<file path="config.mk">
export PLATFORM = sky130hd
export DESIGN_NAME = radio_spi_dev_flat
export DESIGN_NICKNAME = d
export VERILOG_FILES = /design/src/hw/spi_cfg_pkg.sv /design/src/hw/spi_cfg_if.sv /design/src/hw/radio_spi_dev.sv /design/src/flat_wrapper.sv
export SDC_FILE = /design/constraint.sdc
export NUM_CORES = 1
export LEC_CHECK = 0
export CAP_MARGIN = 20
export CORE_AREA = 2 2 298 182
export DETAILED_ROUTE_END_ITERATION = 6
export DIE_AREA = 0 0 300 184
export DONT_BUFFER_PORTS = 1
export GPL_TIMING_DRIVEN = 0
export SLEW_MARGIN = 0
export SYNTH_ARGS = -nofsm -noshare
export SYNTH_HDL_FRONTEND = slang
export SYNTH_SLANG_ARGS = --single-unit
export TNS_END_PERCENT = 10
</file>
<file path="constraint.sdc">
create_clock -name clk_in -period 7.4 [get_ports clk_in]
set_input_delay 2.22 -clock clk_in [delete_from_list [all_inputs] [get_ports clk_in]]
set_output_delay 2.22 -clock clk_in [all_outputs]
set_load 0.01 [all_outputs]
</file>
<file path="src/hw/spi_cfg_pkg.sv">
// Shared constants and types for the radio serial configuration port
package spi_cfg_pkg;
  // Header byte layout
  localparam int HDR_RW_BIT = 7;
  localparam int HDR_BURST_BIT = 6;
  localparam int ADDR_W = 6;
  // Address map
  localparam logic [5:0] CFG_LAST_ADDR = 6'h2E;
  localparam logic [5:0] STROBE_FIRST = 6'h30;
  localparam logic [5:0] STROBE_LAST = 6'h3D;
  localparam logic [5:0] FIFO_ADDR = 6'h3F;
  localparam int CFG_COUNT = 47;
  localparam logic [7:0] CFG_RESET_VAL = 8'h00;
  // Named strobe codes; all but STB_FLUSH_RX get special handling
  localparam logic [5:0] STB_RESET = 6'h30;
  localparam logic [5:0] STB_GO_IDLE = 6'h31;
  localparam logic [5:0] STB_POWER_DOWN = 6'h32;
  localparam logic [5:0] STB_WAKE_ON_RADIO = 6'h33;
  localparam logic [5:0] STB_OSC_OFF = 6'h34;
  localparam logic [5:0] STB_FLUSH_RX = 6'h35;
  // Status byte layout and main state codes
  localparam int STAT_RDY_BIT = 7;
  localparam int STAT_STATE_LSB = 4;
  localparam logic [3:0] FILL_MAX = 4'hF;
  localparam logic [2:0] ST_IDLE = 3'h0;
  localparam logic [2:0] ST_RX = 3'h1;
  localparam logic [2:0] ST_TX = 3'h2;
  localparam logic [2:0] ST_FAST_TX_READY = 3'h3;
  localparam logic [2:0] ST_CALIBRATE = 3'h4;
  localparam logic [2:0] ST_SETTLING = 3'h5;
  localparam logic [2:0] ST_RX_OVERRUN = 3'h6;
  localparam logic [2:0] ST_TX_STARVED = 3'h7;
  // Timing
  localparam int CLK_PERIOD_NS = 100;
  localparam int OSC_START_NS = 150000;
  localparam int OSC_START_CYC = (OSC_START_NS + CLK_PERIOD_NS - 1) / CLK_PERIOD_NS;
  localparam int SCLK_HALF_NS = 400;
  localparam int SCLK_HALF_CYC = SCLK_HALF_NS / CLK_PERIOD_NS;
  // Device byte phase
  typedef enum logic [1:0] {
    PH_HDR = 2'h1,
    PH_DATA = 2'h2
  } phase_e;
  // Host bit engine
  typedef enum logic [5:0] {
    H_IDLE = 6'h01,
    H_WAIT = 6'h02,
    H_LOW = 6'h04,
    H_HIGH = 6'h08,
    H_END = 6'h10,
    H_GAP = 6'h20
  } host_st_e;
endpackage

</file>
<file path="src/hw/spi_cfg_if.sv">
// Four-wire serial link between host controller and radio port
`timescale 1ns/1ns
`default_nettype none
interface spi_cfg_if;
  logic chip_select_low_n;
  logic ser_clk;
  logic ser_in;
  logic ser_out;
  logic ser_out_oe_n;
  wire ser_out_line;
  // Released line floats high through a pull-up
  assign ser_out_line = ser_out_oe_n ? 1'h1 : ser_out;
  modport dev (input chip_select_low_n, input ser_clk, input ser_in, output ser_out, output ser_out_oe_n);
  modport host (output chip_select_low_n, output ser_clk, output ser_in, input ser_out_line);
endinterface
`default_nettype wire

</file>
<file path="src/hw/radio_spi_dev.sv">
// Device end: serial configuration slave of the radio
//
// Functional notes
// - Bytes shift most significant bit first.
// - Every transaction opens with one header byte.
// - Chip select rising mid-byte cancels transfer.
// - Host waits for output low before header.
// - Awake device drives output low on select.
// - Status byte shifts out during each header and write data byte.
// - Status bit7 is active-low ready flag.
// - Status bits 6:4 give main state.
// - Bits 3:0 give fill count, saturated 15.
// - Config registers 0x00-0x2E read and write.
// - Writes return status per byte; reads header only.
// - Burst increments address every byte until deselect.
// - 0x30-0x3D: burst status read, else strobe.
// - Host never writes status registers; a burst header there goes as read.
// - Fourteen command strobes start internal sequences.
// - Strobe is header only; read flag picks count.
// - After idle strobe drop strobes until idle.
// - After reset strobe host waits output low.
// - Sleep-type strobes deferred until chip select high.
// - Reset restores every register to default.
// - Host changes frequency settings only while idle.
// - Address 0x3F reaches transmit or receive buffer.
// - Output pin is serial data while selected.
`timescale 1ns/1ns
`default_nettype none
module radio_spi_dev #(
  parameter int OSC_CYC = spi_cfg_pkg::OSC_START_CYC
) (
  input wire logic clk_in,
  input wire logic rst_n_in,
  spi_cfg_if.dev link,
  input wire logic [2:0] radio_state_in,
  input wire logic [6:0] rx_count_in,
  input wire logic [6:0] tx_free_in,
  input wire logic [7:0] rxf_data_in,
  input wire logic [7:0] status_word_in,
  output logic strobe_out,
  output logic [5:0] strobe_code_out,
  output logic cfg_wr_out,
  output logic [5:0] cfg_addr_out,
  output logic [7:0] cfg_data_out,
  output logic txf_wr_out,
  output logic [7:0] txf_data_out,
  output logic rxf_rd_out,
  output logic [5:0] status_sel_out
);
  localparam int OSC_W = $clog2(OSC_CYC + 1);

  // Pin synchronisers: {select, clock, data}
  logic [2:0] sync1_q;
  logic [2:0] sync2_q;
  logic [2:0] prev_q;
  always_ff @(posedge clk_in or negedge rst_n_in) begin
    if (!rst_n_in) begin
      sync1_q <= 3'h4; // Idle pin levels, so no false clock edge follows reset
      sync2_q <= 3'h4;
      prev_q <= 3'h4;
    end else begin
      sync1_q <= {link.chip_select_low_n, link.ser_clk, link.ser_in};
      sync2_q <= sync1_q;
      prev_q <= sync2_q;
    end
  end

  // Edge detection on synchronised pins
  wire cs_n = sync2_q[2];
  wire si = sync2_q[0];
  wire rise_v = sync2_q[1] & ~prev_q[1] & ~cs_n;
  wire fall_v = ~sync2_q[1] & prev_q[1] & ~cs_n;
  wire cs_fall = ~cs_n & prev_q[2];
  wire cs_rise = cs_n & ~prev_q[2];

  spi_cfg_pkg::phase_e phase_q;
  logic [2:0] bit_cnt_q;
  logic [6:0] sh_q;
  logic rw_q;
  logic burst_q;
  logic [5:0] addr_q;
  logic [7:0] data_q;
  logic ld_stat_q;
  logic ld_rx_q;
  logic idle_pend_q;
  logic defer_q;
  logic [5:0] defer_code_q;
  logic asleep_q;
  logic [OSC_W-1:0] osc_cnt_q;
  logic so_q;
  logic oe_n_q;
  logic [7:0] cfg_mem_q [spi_cfg_pkg::CFG_COUNT];

  // Completed byte and header fields
  wire [7:0] byte_in = {sh_q, si};
  wire in_hdr = (phase_q == spi_cfg_pkg::PH_HDR);
  wire byte_done = rise_v & (bit_cnt_q == 3'h7);
  wire b_rw = byte_in[spi_cfg_pkg::HDR_RW_BIT];
  wire b_burst = byte_in[spi_cfg_pkg::HDR_BURST_BIT];
  wire [5:0] b_addr = byte_in[spi_cfg_pkg::ADDR_W-1:0];
  wire b_in_stb = (b_addr >= spi_cfg_pkg::STROBE_FIRST) & (b_addr <= spi_cfg_pkg::STROBE_LAST);

  // Strobe filtering and deferral
  wire stb_hit = byte_done & in_hdr & b_in_stb & ~b_burst;
  wire stb_take = stb_hit & ~idle_pend_q;
  wire stb_sleepy = (b_addr == spi_cfg_pkg::STB_POWER_DOWN) | (b_addr == spi_cfg_pkg::STB_WAKE_ON_RADIO) |
                    (b_addr == spi_cfg_pkg::STB_OSC_OFF);
  wire stb_now = stb_take & ~stb_sleepy;
  wire stb_later = stb_take & stb_sleepy;
  wire defer_fire = cs_rise & defer_q;
  wire stb_reset = stb_now & (b_addr == spi_cfg_pkg::STB_RESET);
  wire stb_idle = stb_now & (b_addr == spi_cfg_pkg::STB_GO_IDLE);
  wire defer_sleeps = (defer_code_q == spi_cfg_pkg::STB_POWER_DOWN) | (defer_code_q == spi_cfg_pkg::STB_OSC_OFF);

  // Data-phase writes and read preparation
  wire wr_byte = byte_done & ~in_hdr & ~rw_q;
  wire cfg_wr_w = wr_byte & (addr_q <= spi_cfg_pkg::CFG_LAST_ADDR);
  wire txf_wr_w = wr_byte & (addr_q == spi_cfg_pkg::FIFO_ADDR);
  wire [5:0] addr_nx = 6'(addr_q + 6'h01);
  wire rd_go = byte_done & (in_hdr ? (~stb_hit & b_rw) : (rw_q & burst_q));
  wire [5:0] rd_addr = in_hdr ? b_addr : addr_nx;
  wire rd_burst = in_hdr ? b_burst : burst_q;
  wire rd_cfg = rd_addr <= spi_cfg_pkg::CFG_LAST_ADDR;
  wire rd_stat = rd_burst & (rd_addr >= spi_cfg_pkg::STROBE_FIRST) &
                 (rd_addr <= spi_cfg_pkg::STROBE_LAST);
  wire rd_fifo = rd_addr == spi_cfg_pkg::FIFO_ADDR;

  // Status byte, with the count picked by the read flag
  wire not_ready = asleep_q | (osc_cnt_q != '0);
  wire [6:0] fill_raw = rw_q ? rx_count_in : tx_free_in;
  wire [3:0] fill = (|fill_raw[6:4]) ? spi_cfg_pkg::FILL_MAX : fill_raw[3:0];
  wire [7:0] status_byte = {not_ready, radio_state_in, fill};
  // Reads return data after the header, writes return status every byte
  wire [7:0] out_byte = (~in_hdr & rw_q) ? data_q : status_byte;
  wire hdr_wait = in_hdr & (bit_cnt_q == 3'h0);

  // Byte framing, address counter and read data
  always_ff @(posedge clk_in or negedge rst_n_in) begin
    if (!rst_n_in) begin
      phase_q <= spi_cfg_pkg::PH_HDR;
      bit_cnt_q <= 3'h0;
      sh_q <= 7'h00;
      rw_q <= 1'h0;
      burst_q <= 1'h0;
      addr_q <= 6'h00;
      data_q <= 8'h00;
      ld_stat_q <= 1'h0;
      ld_rx_q <= 1'h0;
    end else if (cs_n) begin
      phase_q <= spi_cfg_pkg::PH_HDR;
      bit_cnt_q <= 3'h0;
      ld_stat_q <= 1'h0;
      ld_rx_q <= 1'h0;
    end else begin
      ld_stat_q <= rd_go & rd_stat;
      ld_rx_q <= rd_go & rd_fifo;
      if (ld_stat_q) begin
        data_q <= status_word_in;
      end else if (ld_rx_q) begin
        data_q <= rxf_data_in;
      end else if (rd_go) begin
        data_q <= rd_cfg ? cfg_mem_q[rd_addr] : 8'h00;
      end
      if (rise_v) begin
        sh_q <= byte_in[6:0];
        bit_cnt_q <= 3'(bit_cnt_q + 3'h1);
        if (hdr_wait) begin
          rw_q <= si;
        end
      end
      if (byte_done) begin
        case (phase_q)
          spi_cfg_pkg::PH_HDR: begin
            if (!stb_hit) begin
              phase_q <= spi_cfg_pkg::PH_DATA;
              burst_q <= b_burst;
              addr_q <= b_addr;
            end
          end
          spi_cfg_pkg::PH_DATA: begin
            if (burst_q) begin
              addr_q <= addr_nx;
            end else begin
              phase_q <= spi_cfg_pkg::PH_HDR;
            end
          end
          default: phase_q <= spi_cfg_pkg::PH_HDR;
        endcase
      end
    end
  end

  // Configuration store; a reset strobe restores defaults
  always_ff @(posedge clk_in or negedge rst_n_in) begin
    if (!rst_n_in) begin
      for (int i = 0; i < spi_cfg_pkg::CFG_COUNT; i++) begin
        cfg_mem_q[i] <= spi_cfg_pkg::CFG_RESET_VAL;
      end
    end else if (stb_reset) begin
      for (int i = 0; i < spi_cfg_pkg::CFG_COUNT; i++) begin
        cfg_mem_q[i] <= spi_cfg_pkg::CFG_RESET_VAL;
      end
    end else if (cfg_wr_w) begin
      cfg_mem_q[addr_q] <= byte_in;
    end
  end

  // Strobe issue, idle lockout, sleep and oscillator start-up
  always_ff @(posedge clk_in or negedge rst_n_in) begin
    if (!rst_n_in) begin
      strobe_out <= 1'h0;
      strobe_code_out <= 6'h00;
      idle_pend_q <= 1'h0;
      defer_q <= 1'h0;
      defer_code_q <= 6'h00;
      asleep_q <= 1'h0;
      osc_cnt_q <= OSC_W'(OSC_CYC);
    end else begin
      strobe_out <= stb_now | defer_fire;
      if (stb_now) begin
        strobe_code_out <= b_addr;
      end else if (defer_fire) begin
        strobe_code_out <= defer_code_q;
      end
      // Set wins over the clear when both land together
      if (stb_idle) begin
        idle_pend_q <= 1'h1;
      end else if (radio_state_in == spi_cfg_pkg::ST_IDLE) begin
        idle_pend_q <= 1'h0;
      end
      if (stb_later) begin
        defer_q <= 1'h1;
        defer_code_q <= b_addr;
      end else if (defer_fire) begin
        defer_q <= 1'h0;
      end
      // A sleeping core wakes on select and must restart its oscillator
      if (defer_fire && defer_sleeps) begin
        asleep_q <= 1'h1;
      end else if (cs_fall && asleep_q) begin
        asleep_q <= 1'h0;
        osc_cnt_q <= OSC_W'(OSC_CYC);
      end else if (stb_reset) begin
        osc_cnt_q <= OSC_W'(OSC_CYC);
      end else if (osc_cnt_q != '0) begin
        osc_cnt_q <= OSC_W'(osc_cnt_q - 1'h1);
      end
    end
  end

  // Serial output: ready level while awaiting a header, else shift on falling clock
  always_ff @(posedge clk_in or negedge rst_n_in) begin
    if (!rst_n_in) begin
      so_q <= 1'h1;
      oe_n_q <= 1'h1;
    end else begin
      oe_n_q <= cs_n;
      if (cs_n) begin
        so_q <= 1'h1;
      end else if (hdr_wait) begin
        so_q <= not_ready;
      end else if (fall_v) begin
        so_q <= out_byte[3'h7 - bit_cnt_q];
      end
    end
  end
  assign link.ser_out = so_q;
  assign link.ser_out_oe_n = oe_n_q;

  // User-side write and read notifications
  always_ff @(posedge clk_in or negedge rst_n_in) begin
    if (!rst_n_in) begin
      cfg_wr_out <= 1'h0;
      cfg_addr_out <= 6'h00;
      cfg_data_out <= 8'h00;
      txf_wr_out <= 1'h0;
      txf_data_out <= 8'h00;
      rxf_rd_out <= 1'h0;
      status_sel_out <= 6'h00;
    end else begin
      cfg_wr_out <= cfg_wr_w;
      txf_wr_out <= txf_wr_w;
      rxf_rd_out <= rd_go & rd_fifo;
      if (cfg_wr_w) begin
        cfg_addr_out <= addr_q;
        cfg_data_out <= byte_in;
      end
      if (txf_wr_w) begin
        txf_data_out <= byte_in;
      end
      if (rd_go && rd_stat) begin
        status_sel_out <= rd_addr;
      end
    end
  end
endmodule
`default_nettype wire

</file>
<file path="src/flat_wrapper.sv">
// flat-port wrapper written by rule: the top's interface ports become plain ports
module radio_spi_dev_flat 
#(
  parameter int OSC_CYC = spi_cfg_pkg::OSC_START_CYC
)
  (clk_in, rst_n_in, radio_state_in, rx_count_in, tx_free_in, rxf_data_in, status_word_in, strobe_out, strobe_code_out, cfg_wr_out, cfg_addr_out, cfg_data_out, txf_wr_out, txf_data_out, rxf_rd_out, status_sel_out, link_chip_select_low_n, link_ser_clk, link_ser_in, link_ser_out, link_ser_out_oe_n);
  spi_cfg_if link_i ();
  input wire logic clk_in;
  input wire logic rst_n_in;
  input wire logic [2:0] radio_state_in;
  input wire logic [6:0] rx_count_in;
  input wire logic [6:0] tx_free_in;
  input wire logic [7:0] rxf_data_in;
  input wire logic [7:0] status_word_in;
  output logic strobe_out;
  output logic [5:0] strobe_code_out;
  output logic cfg_wr_out;
  output logic [5:0] cfg_addr_out;
  output logic [7:0] cfg_data_out;
  output logic txf_wr_out;
  output logic [7:0] txf_data_out;
  output logic rxf_rd_out;
  output logic [5:0] status_sel_out;
  input wire logic [$bits(link_i.chip_select_low_n)-1:0] link_chip_select_low_n;
  input wire logic [$bits(link_i.ser_clk)-1:0] link_ser_clk;
  input wire logic [$bits(link_i.ser_in)-1:0] link_ser_in;
  output wire logic [$bits(link_i.ser_out)-1:0] link_ser_out;
  output wire logic [$bits(link_i.ser_out_oe_n)-1:0] link_ser_out_oe_n;
  assign link_i.chip_select_low_n = link_chip_select_low_n;
  assign link_i.ser_clk = link_ser_clk;
  assign link_i.ser_in = link_ser_in;
  assign link_ser_out = link_i.ser_out;
  assign link_ser_out_oe_n = link_i.ser_out_oe_n;
  radio_spi_dev #(.OSC_CYC(OSC_CYC)) u_core (.clk_in(clk_in), .rst_n_in(rst_n_in), .link(link_i), .radio_state_in(radio_state_in), .rx_count_in(rx_count_in), .tx_free_in(tx_free_in), .rxf_data_in(rxf_data_in), .status_word_in(status_word_in), .strobe_out(strobe_out), .strobe_code_out(strobe_code_out), .cfg_wr_out(cfg_wr_out), .cfg_addr_out(cfg_addr_out), .cfg_data_out(cfg_data_out), .txf_wr_out(txf_wr_out), .txf_data_out(txf_data_out), .rxf_rd_out(rxf_rd_out), .status_sel_out(status_sel_out));
endmodule
</file>
==> summary.json <==
{
  "outcome": {"value": "finished, final reports clean"},
  "critical_path_origin": {"value": "u_core.addr_q[0]$_DFFE_PN0P_"},
  "place_area": {"value": 0.02428, "unit": "sq mm"},
  "p_per_area": {"value": 261.8, "unit": "mW/mm^2"},
  "critical_path.startpoint_type": {"value": "register"},
  "max_stage_delay": {"value": 940, "unit": "ps"},
  "grt_setup_unrepaired": {"value": "false"},
  "timing.critical_path.to_type": {"value": "register"},
  "timing.max_cap.violations": {"value": 0},
  "totalNegativeSetupSlack": {"value": 0, "unit": "ps"},
  "multi_input_area": {"value": 0.01044, "unit": "sq mm"},
  "detailroute.via_count": {"value": 21755},
  "synthesis.instances": {"value": 2552},
  "criticalPathCategory": {"value": "register to register"},
  "crit_family": {"value": "buffers and inverters"},
  "mappedNetlistArea": {"value": 0.02335, "unit": "sq mm"},
  "final_common_cell": {"value": "nand2_1"},
  "cts_tree": {"value": "yes"},
  "syn_area_per_cell": {"value": 9.152, "unit": "sq um"},
  "power.static_leakage": {"value": 11.22, "unit": "nW"},
  "drt_drc_violations_left": {"value": 0},
  "drt_iter0_drc": {"value": 3439},
  "fraction_of_final_layout_cells_with_drive_strength_greater_than_1": {"value": 9.690, "unit": "%"},
  "layoutNonFillerInstCount": {"value": 3346},
  "die_h": {"value": 184, "unit": "microns"},
  "synth_fp_nets": {"value": 2599},
  "report.final.slew_viol_count": {"value": 0},
  "wire_length_of_the_first_global_routing_pass": {"value": 148900, "unit": "microns"},
  "yosys.cell_types.count": {"value": 87},
  "area_delta_synth_final": {"value": 10.66, "unit": "%"},
  "min_period": {"value": 5351, "unit": "ps"},
  "cts-root-to-sink-buffers": {"value": 3},
  "port_buffers": {"value": 0},
  "worst_path_arrival": {"value": 5820, "unit": "ps"},
  "synth-edff-count": {"value": 0},
  "antenna_found_initial": {"value": 4},
  "hold_class": {"value": "register to register"},
  "clock-sinks": {"value": 473},
  "drt_pass1_iterations": {"value": 6},
  "yosysWarnings": {"value": 0},
  "cts-resized-gates": {"value": 0},
  "async_flop_share": {"value": 100.0, "unit": "%"},
  "grt_start_max_net_pins": {"value": 474},
  "timing.critical_path.cells": {"value": "buf_2 > inv_1 > ha_1 > nand2b_1 > nand2_1 > buf_2 > clkbuf_1 > nand2_1 > a41o_1 > o21ai_0 > nand4_1 > o31ai_1"},
  "grt_remaining_overflow": {"value": 0},
  "placedCellCount": {"value": 3259},
  "final.period_utilization": {"value": 72.31, "unit": "%"},
  "floorplan.die.width": {"value": 300, "unit": "microns"},
  "place_hpwl": {"value": 75540, "unit": "microns"},
  "fp.coreArea": {"value": 0.05221, "unit": "sq mm"},
  "post_drt_wl_per_cell": {"value": 31.38, "unit": "microns"},
  "cts.htree.levels": {"value": 2},
  "starting_density_of_the_core": {"value": 44.73, "unit": "%"},
  "io-pin-count": {"value": 78},
  "crit-reg2reg-launch": {"value": "u_core.addr_q[0]$_DFFE_PN0P_"},
  "worst_hold_path.num_cells": {"value": 0},
  "place.gp.congestion": {"value": 1.060},
  "first_global_vias": {"value": 20241},
  "worst_ep_required_time": {"value": 7860, "unit": "ps"},
  "ff_latch_area": {"value": 0.01185, "unit": "sq mm"},
  "worst_setup_skew_after_layout": {"value": 33.96, "unit": "ps"},
  "path_depth": {"value": 12},
  "routed_via_density": {"value": 6.502},
  "ir_worst_vdd": {"value": 0.0001815, "unit": "V"},
  "clock_slew_at_reported_path_ffs": {"value": 60, "unit": "ps"},
  "final-hold-violation-count": {"value": 0},
  "mostFrequentLayoutCells": {"value": "nand2_1 (699), dfrtp_1 (461), o21ai_0 (206), nor2_1 (183), a21oi_1 (159)"},
  "slew_headroom": {"value": 12.92, "unit": "%"},
  "finalWirelength": {"value": 105000, "unit": "microns"},
  "max_slew.worst_pin.slew": {"value": 1301, "unit": "ps"},
  "ys_ff_latch": {"value": 473},
  "ctsHoldBuffers": {"value": 0},
  "postCtsSetupRepairBufs": {"value": 0},
  "cts_made_buffers": {"value": 47},
  "insertion_delay": {"value": 600, "unit": "ps"},
  "global_route_usage_over_all_layers": {"value": 37.94, "unit": "%"},
  "fp-row-count": {"value": 65},
  "cts_root_buffer": {"value": "clkbuf_16"},
  "setup_violations": {"value": 0},
  "finish.net_count": {"value": 2654},
  "synth_ff_type": {"value": "dfrtp_1"},
  "rr_worst_depth": {"value": 12},
  "seq_area_frac_synth": {"value": 50.74, "unit": "%"},
  "worstPathBufferInverterCount": {"value": 4},
  "hold_path.startpoint": {"value": "u_core.sync1_q[0]$_DFF_PN0_"},
  "max_freq": {"value": 186.9, "unit": "MHz"},
  "route.antenna.remaining_nets": {"value": 0},
  "worst-path-max-fanout": {"value": 10},
  "final_cell_area": {"value": 0.02584, "unit": "sq mm"},
  "critPathSlowestCell": {"value": "clkbuf_1"},
  "dieArea": {"value": 0.05520, "unit": "sq mm"},
  "filler_cell_count": {"value": 4981}
}
-- layout make-up --
type,count,area share [%]
inverters,21,0.3050
plain buffers,206,3.796
clock buffers,69,5.374
flip-flops and latches,473,45.86
diodes,1,0.009682
repair buffers,6,0.2324
clock inverters,15,0.6148
multi-input cells,1852,40.41
well taps,703,3.403
-- registers in the layout (all words and copies together) (netlist names), 3 cells and up --
signal	flops
u_core.addr_q	6
u_core.bit_cnt_q	3
u_core.cfg_addr_out	6
u_core.cfg_data_out	8
u_core.cfg_mem_q	376
u_core.data_q	8
u_core.defer_code_q	6
u_core.osc_cnt_q	11
u_core.sh_q	7
u_core.status_sel_out	6
u_core.strobe_code_out	6
u_core.sync1_q	3
u_core.sync2_q	3
u_core.txf_data_out	8
-- cells by family (layout without fill, tap and decap cells) --
group           Yosys count  after routing  synth area share (%)
compound gates          624            624                 16.96
xor+xnor                 14             14                0.5250
fa+ha+maj                 9              9                0.4822
buf+inv                 227            317                 4.538
flops                   473            473                 50.74
mux                      98             98                 6.488
other cells               0              1                     0
simple gates           1107           1107                 20.26
-- power by group --
part	internal, W	total (W)	switching (W)
Sequential	0.00261	0.00263	0.0000233
Combinational	0.000316	0.00163	0.00131
Clock	0.00140	0.00251	0.00111
-- final timing paths --
| check | slack (ps) | to |
|---|---|---|
| max in group asynchronous | 5160 | u_core.cfg_mem_q[143]$_DFFE_PN0P_ |
| min reg2reg | 350 | u_core.sync2_q[0]$_DFF_PN0_ |
| max reg2reg | 2050 | u_core.data_q[5]$_DFFE_PN0P_ |
| max | 2050 | u_core.data_q[5]$_DFFE_PN0P_ |
| min in group asynchronous | 1340 | u_core.cfg_mem_q[275]$_DFFE_PN0P_ |
| min | 350 | u_core.sync2_q[0]$_DFF_PN0_ |
-- Yosys cell counts (8+ instances only) --
cell / n / share of area (%)
nand2_1: 699 / 11
dfrtp_1: 461 / 49
o21ai_0: 206 / 4.4
nor2_1: 183 / 2.9
a21oi_1: 159 / 3.4
clkbuf_1: 117 / 1.9
nand3_1: 66 / 1.4
a22o_1: 65 / 2.4
buf_2: 58 / 1.2
and3_1: 40 / 1.1
mux2i_1: 40 / 1.7
o22a_1: 37 / 1.4
mux4_2: 33 / 3.2
nand4_1: 22 / 0.59
inv_1: 20 / 0.32
mux2_2: 19 / 0.92
a2111oi_0: 18 / 0.68
a31oi_1: 18 / 0.48
o21ai_1: 17 / 0.36
nor3_1: 16 / 0.34
a211oi_1: 15 / 0.48
buf_4: 15 / 0.48
nand2b_1: 13 / 0.35
dfstp_2: 12 / 1.4
a311oi_1: 11 / 0.41
xnor2_1: 10 / 0.37
ha_1: 9 / 0.48
and2_1: 8 / 0.21
buf_6: 8 / 0.39
o22ai_1: 8 / 0.21
o31ai_1: 8 / 0.26
-- per-stage QoR --
stage                     setup slack (ps)  hold slack, ps  util [%]  power, W
after global routing                  2033           363.4     49.50  0.006858
after global placement                2414           336.4     46.42  0.004183
after CTS                             2422           349.1     49.46  0.006646
final                                 2049           345.7     49.50  0.006766
after floorplan                       4352           331.2         -  0.003388
after detailed placement              2432           340.2     46.49  0.004187
-- per-layer routing --
layer  global-route usage, %  vias to the layer above  routed length (microns)
met5                  0.8818                        -                      135
met1                   56.55                    10935                    44730
met2                   50.11                     1552                    40380
met3                   14.23                      256                    15830
met4                   11.84                        4                     3931
li1                        -                     9008                        -
Note: power is estimated with default switching activity, not from simulation.
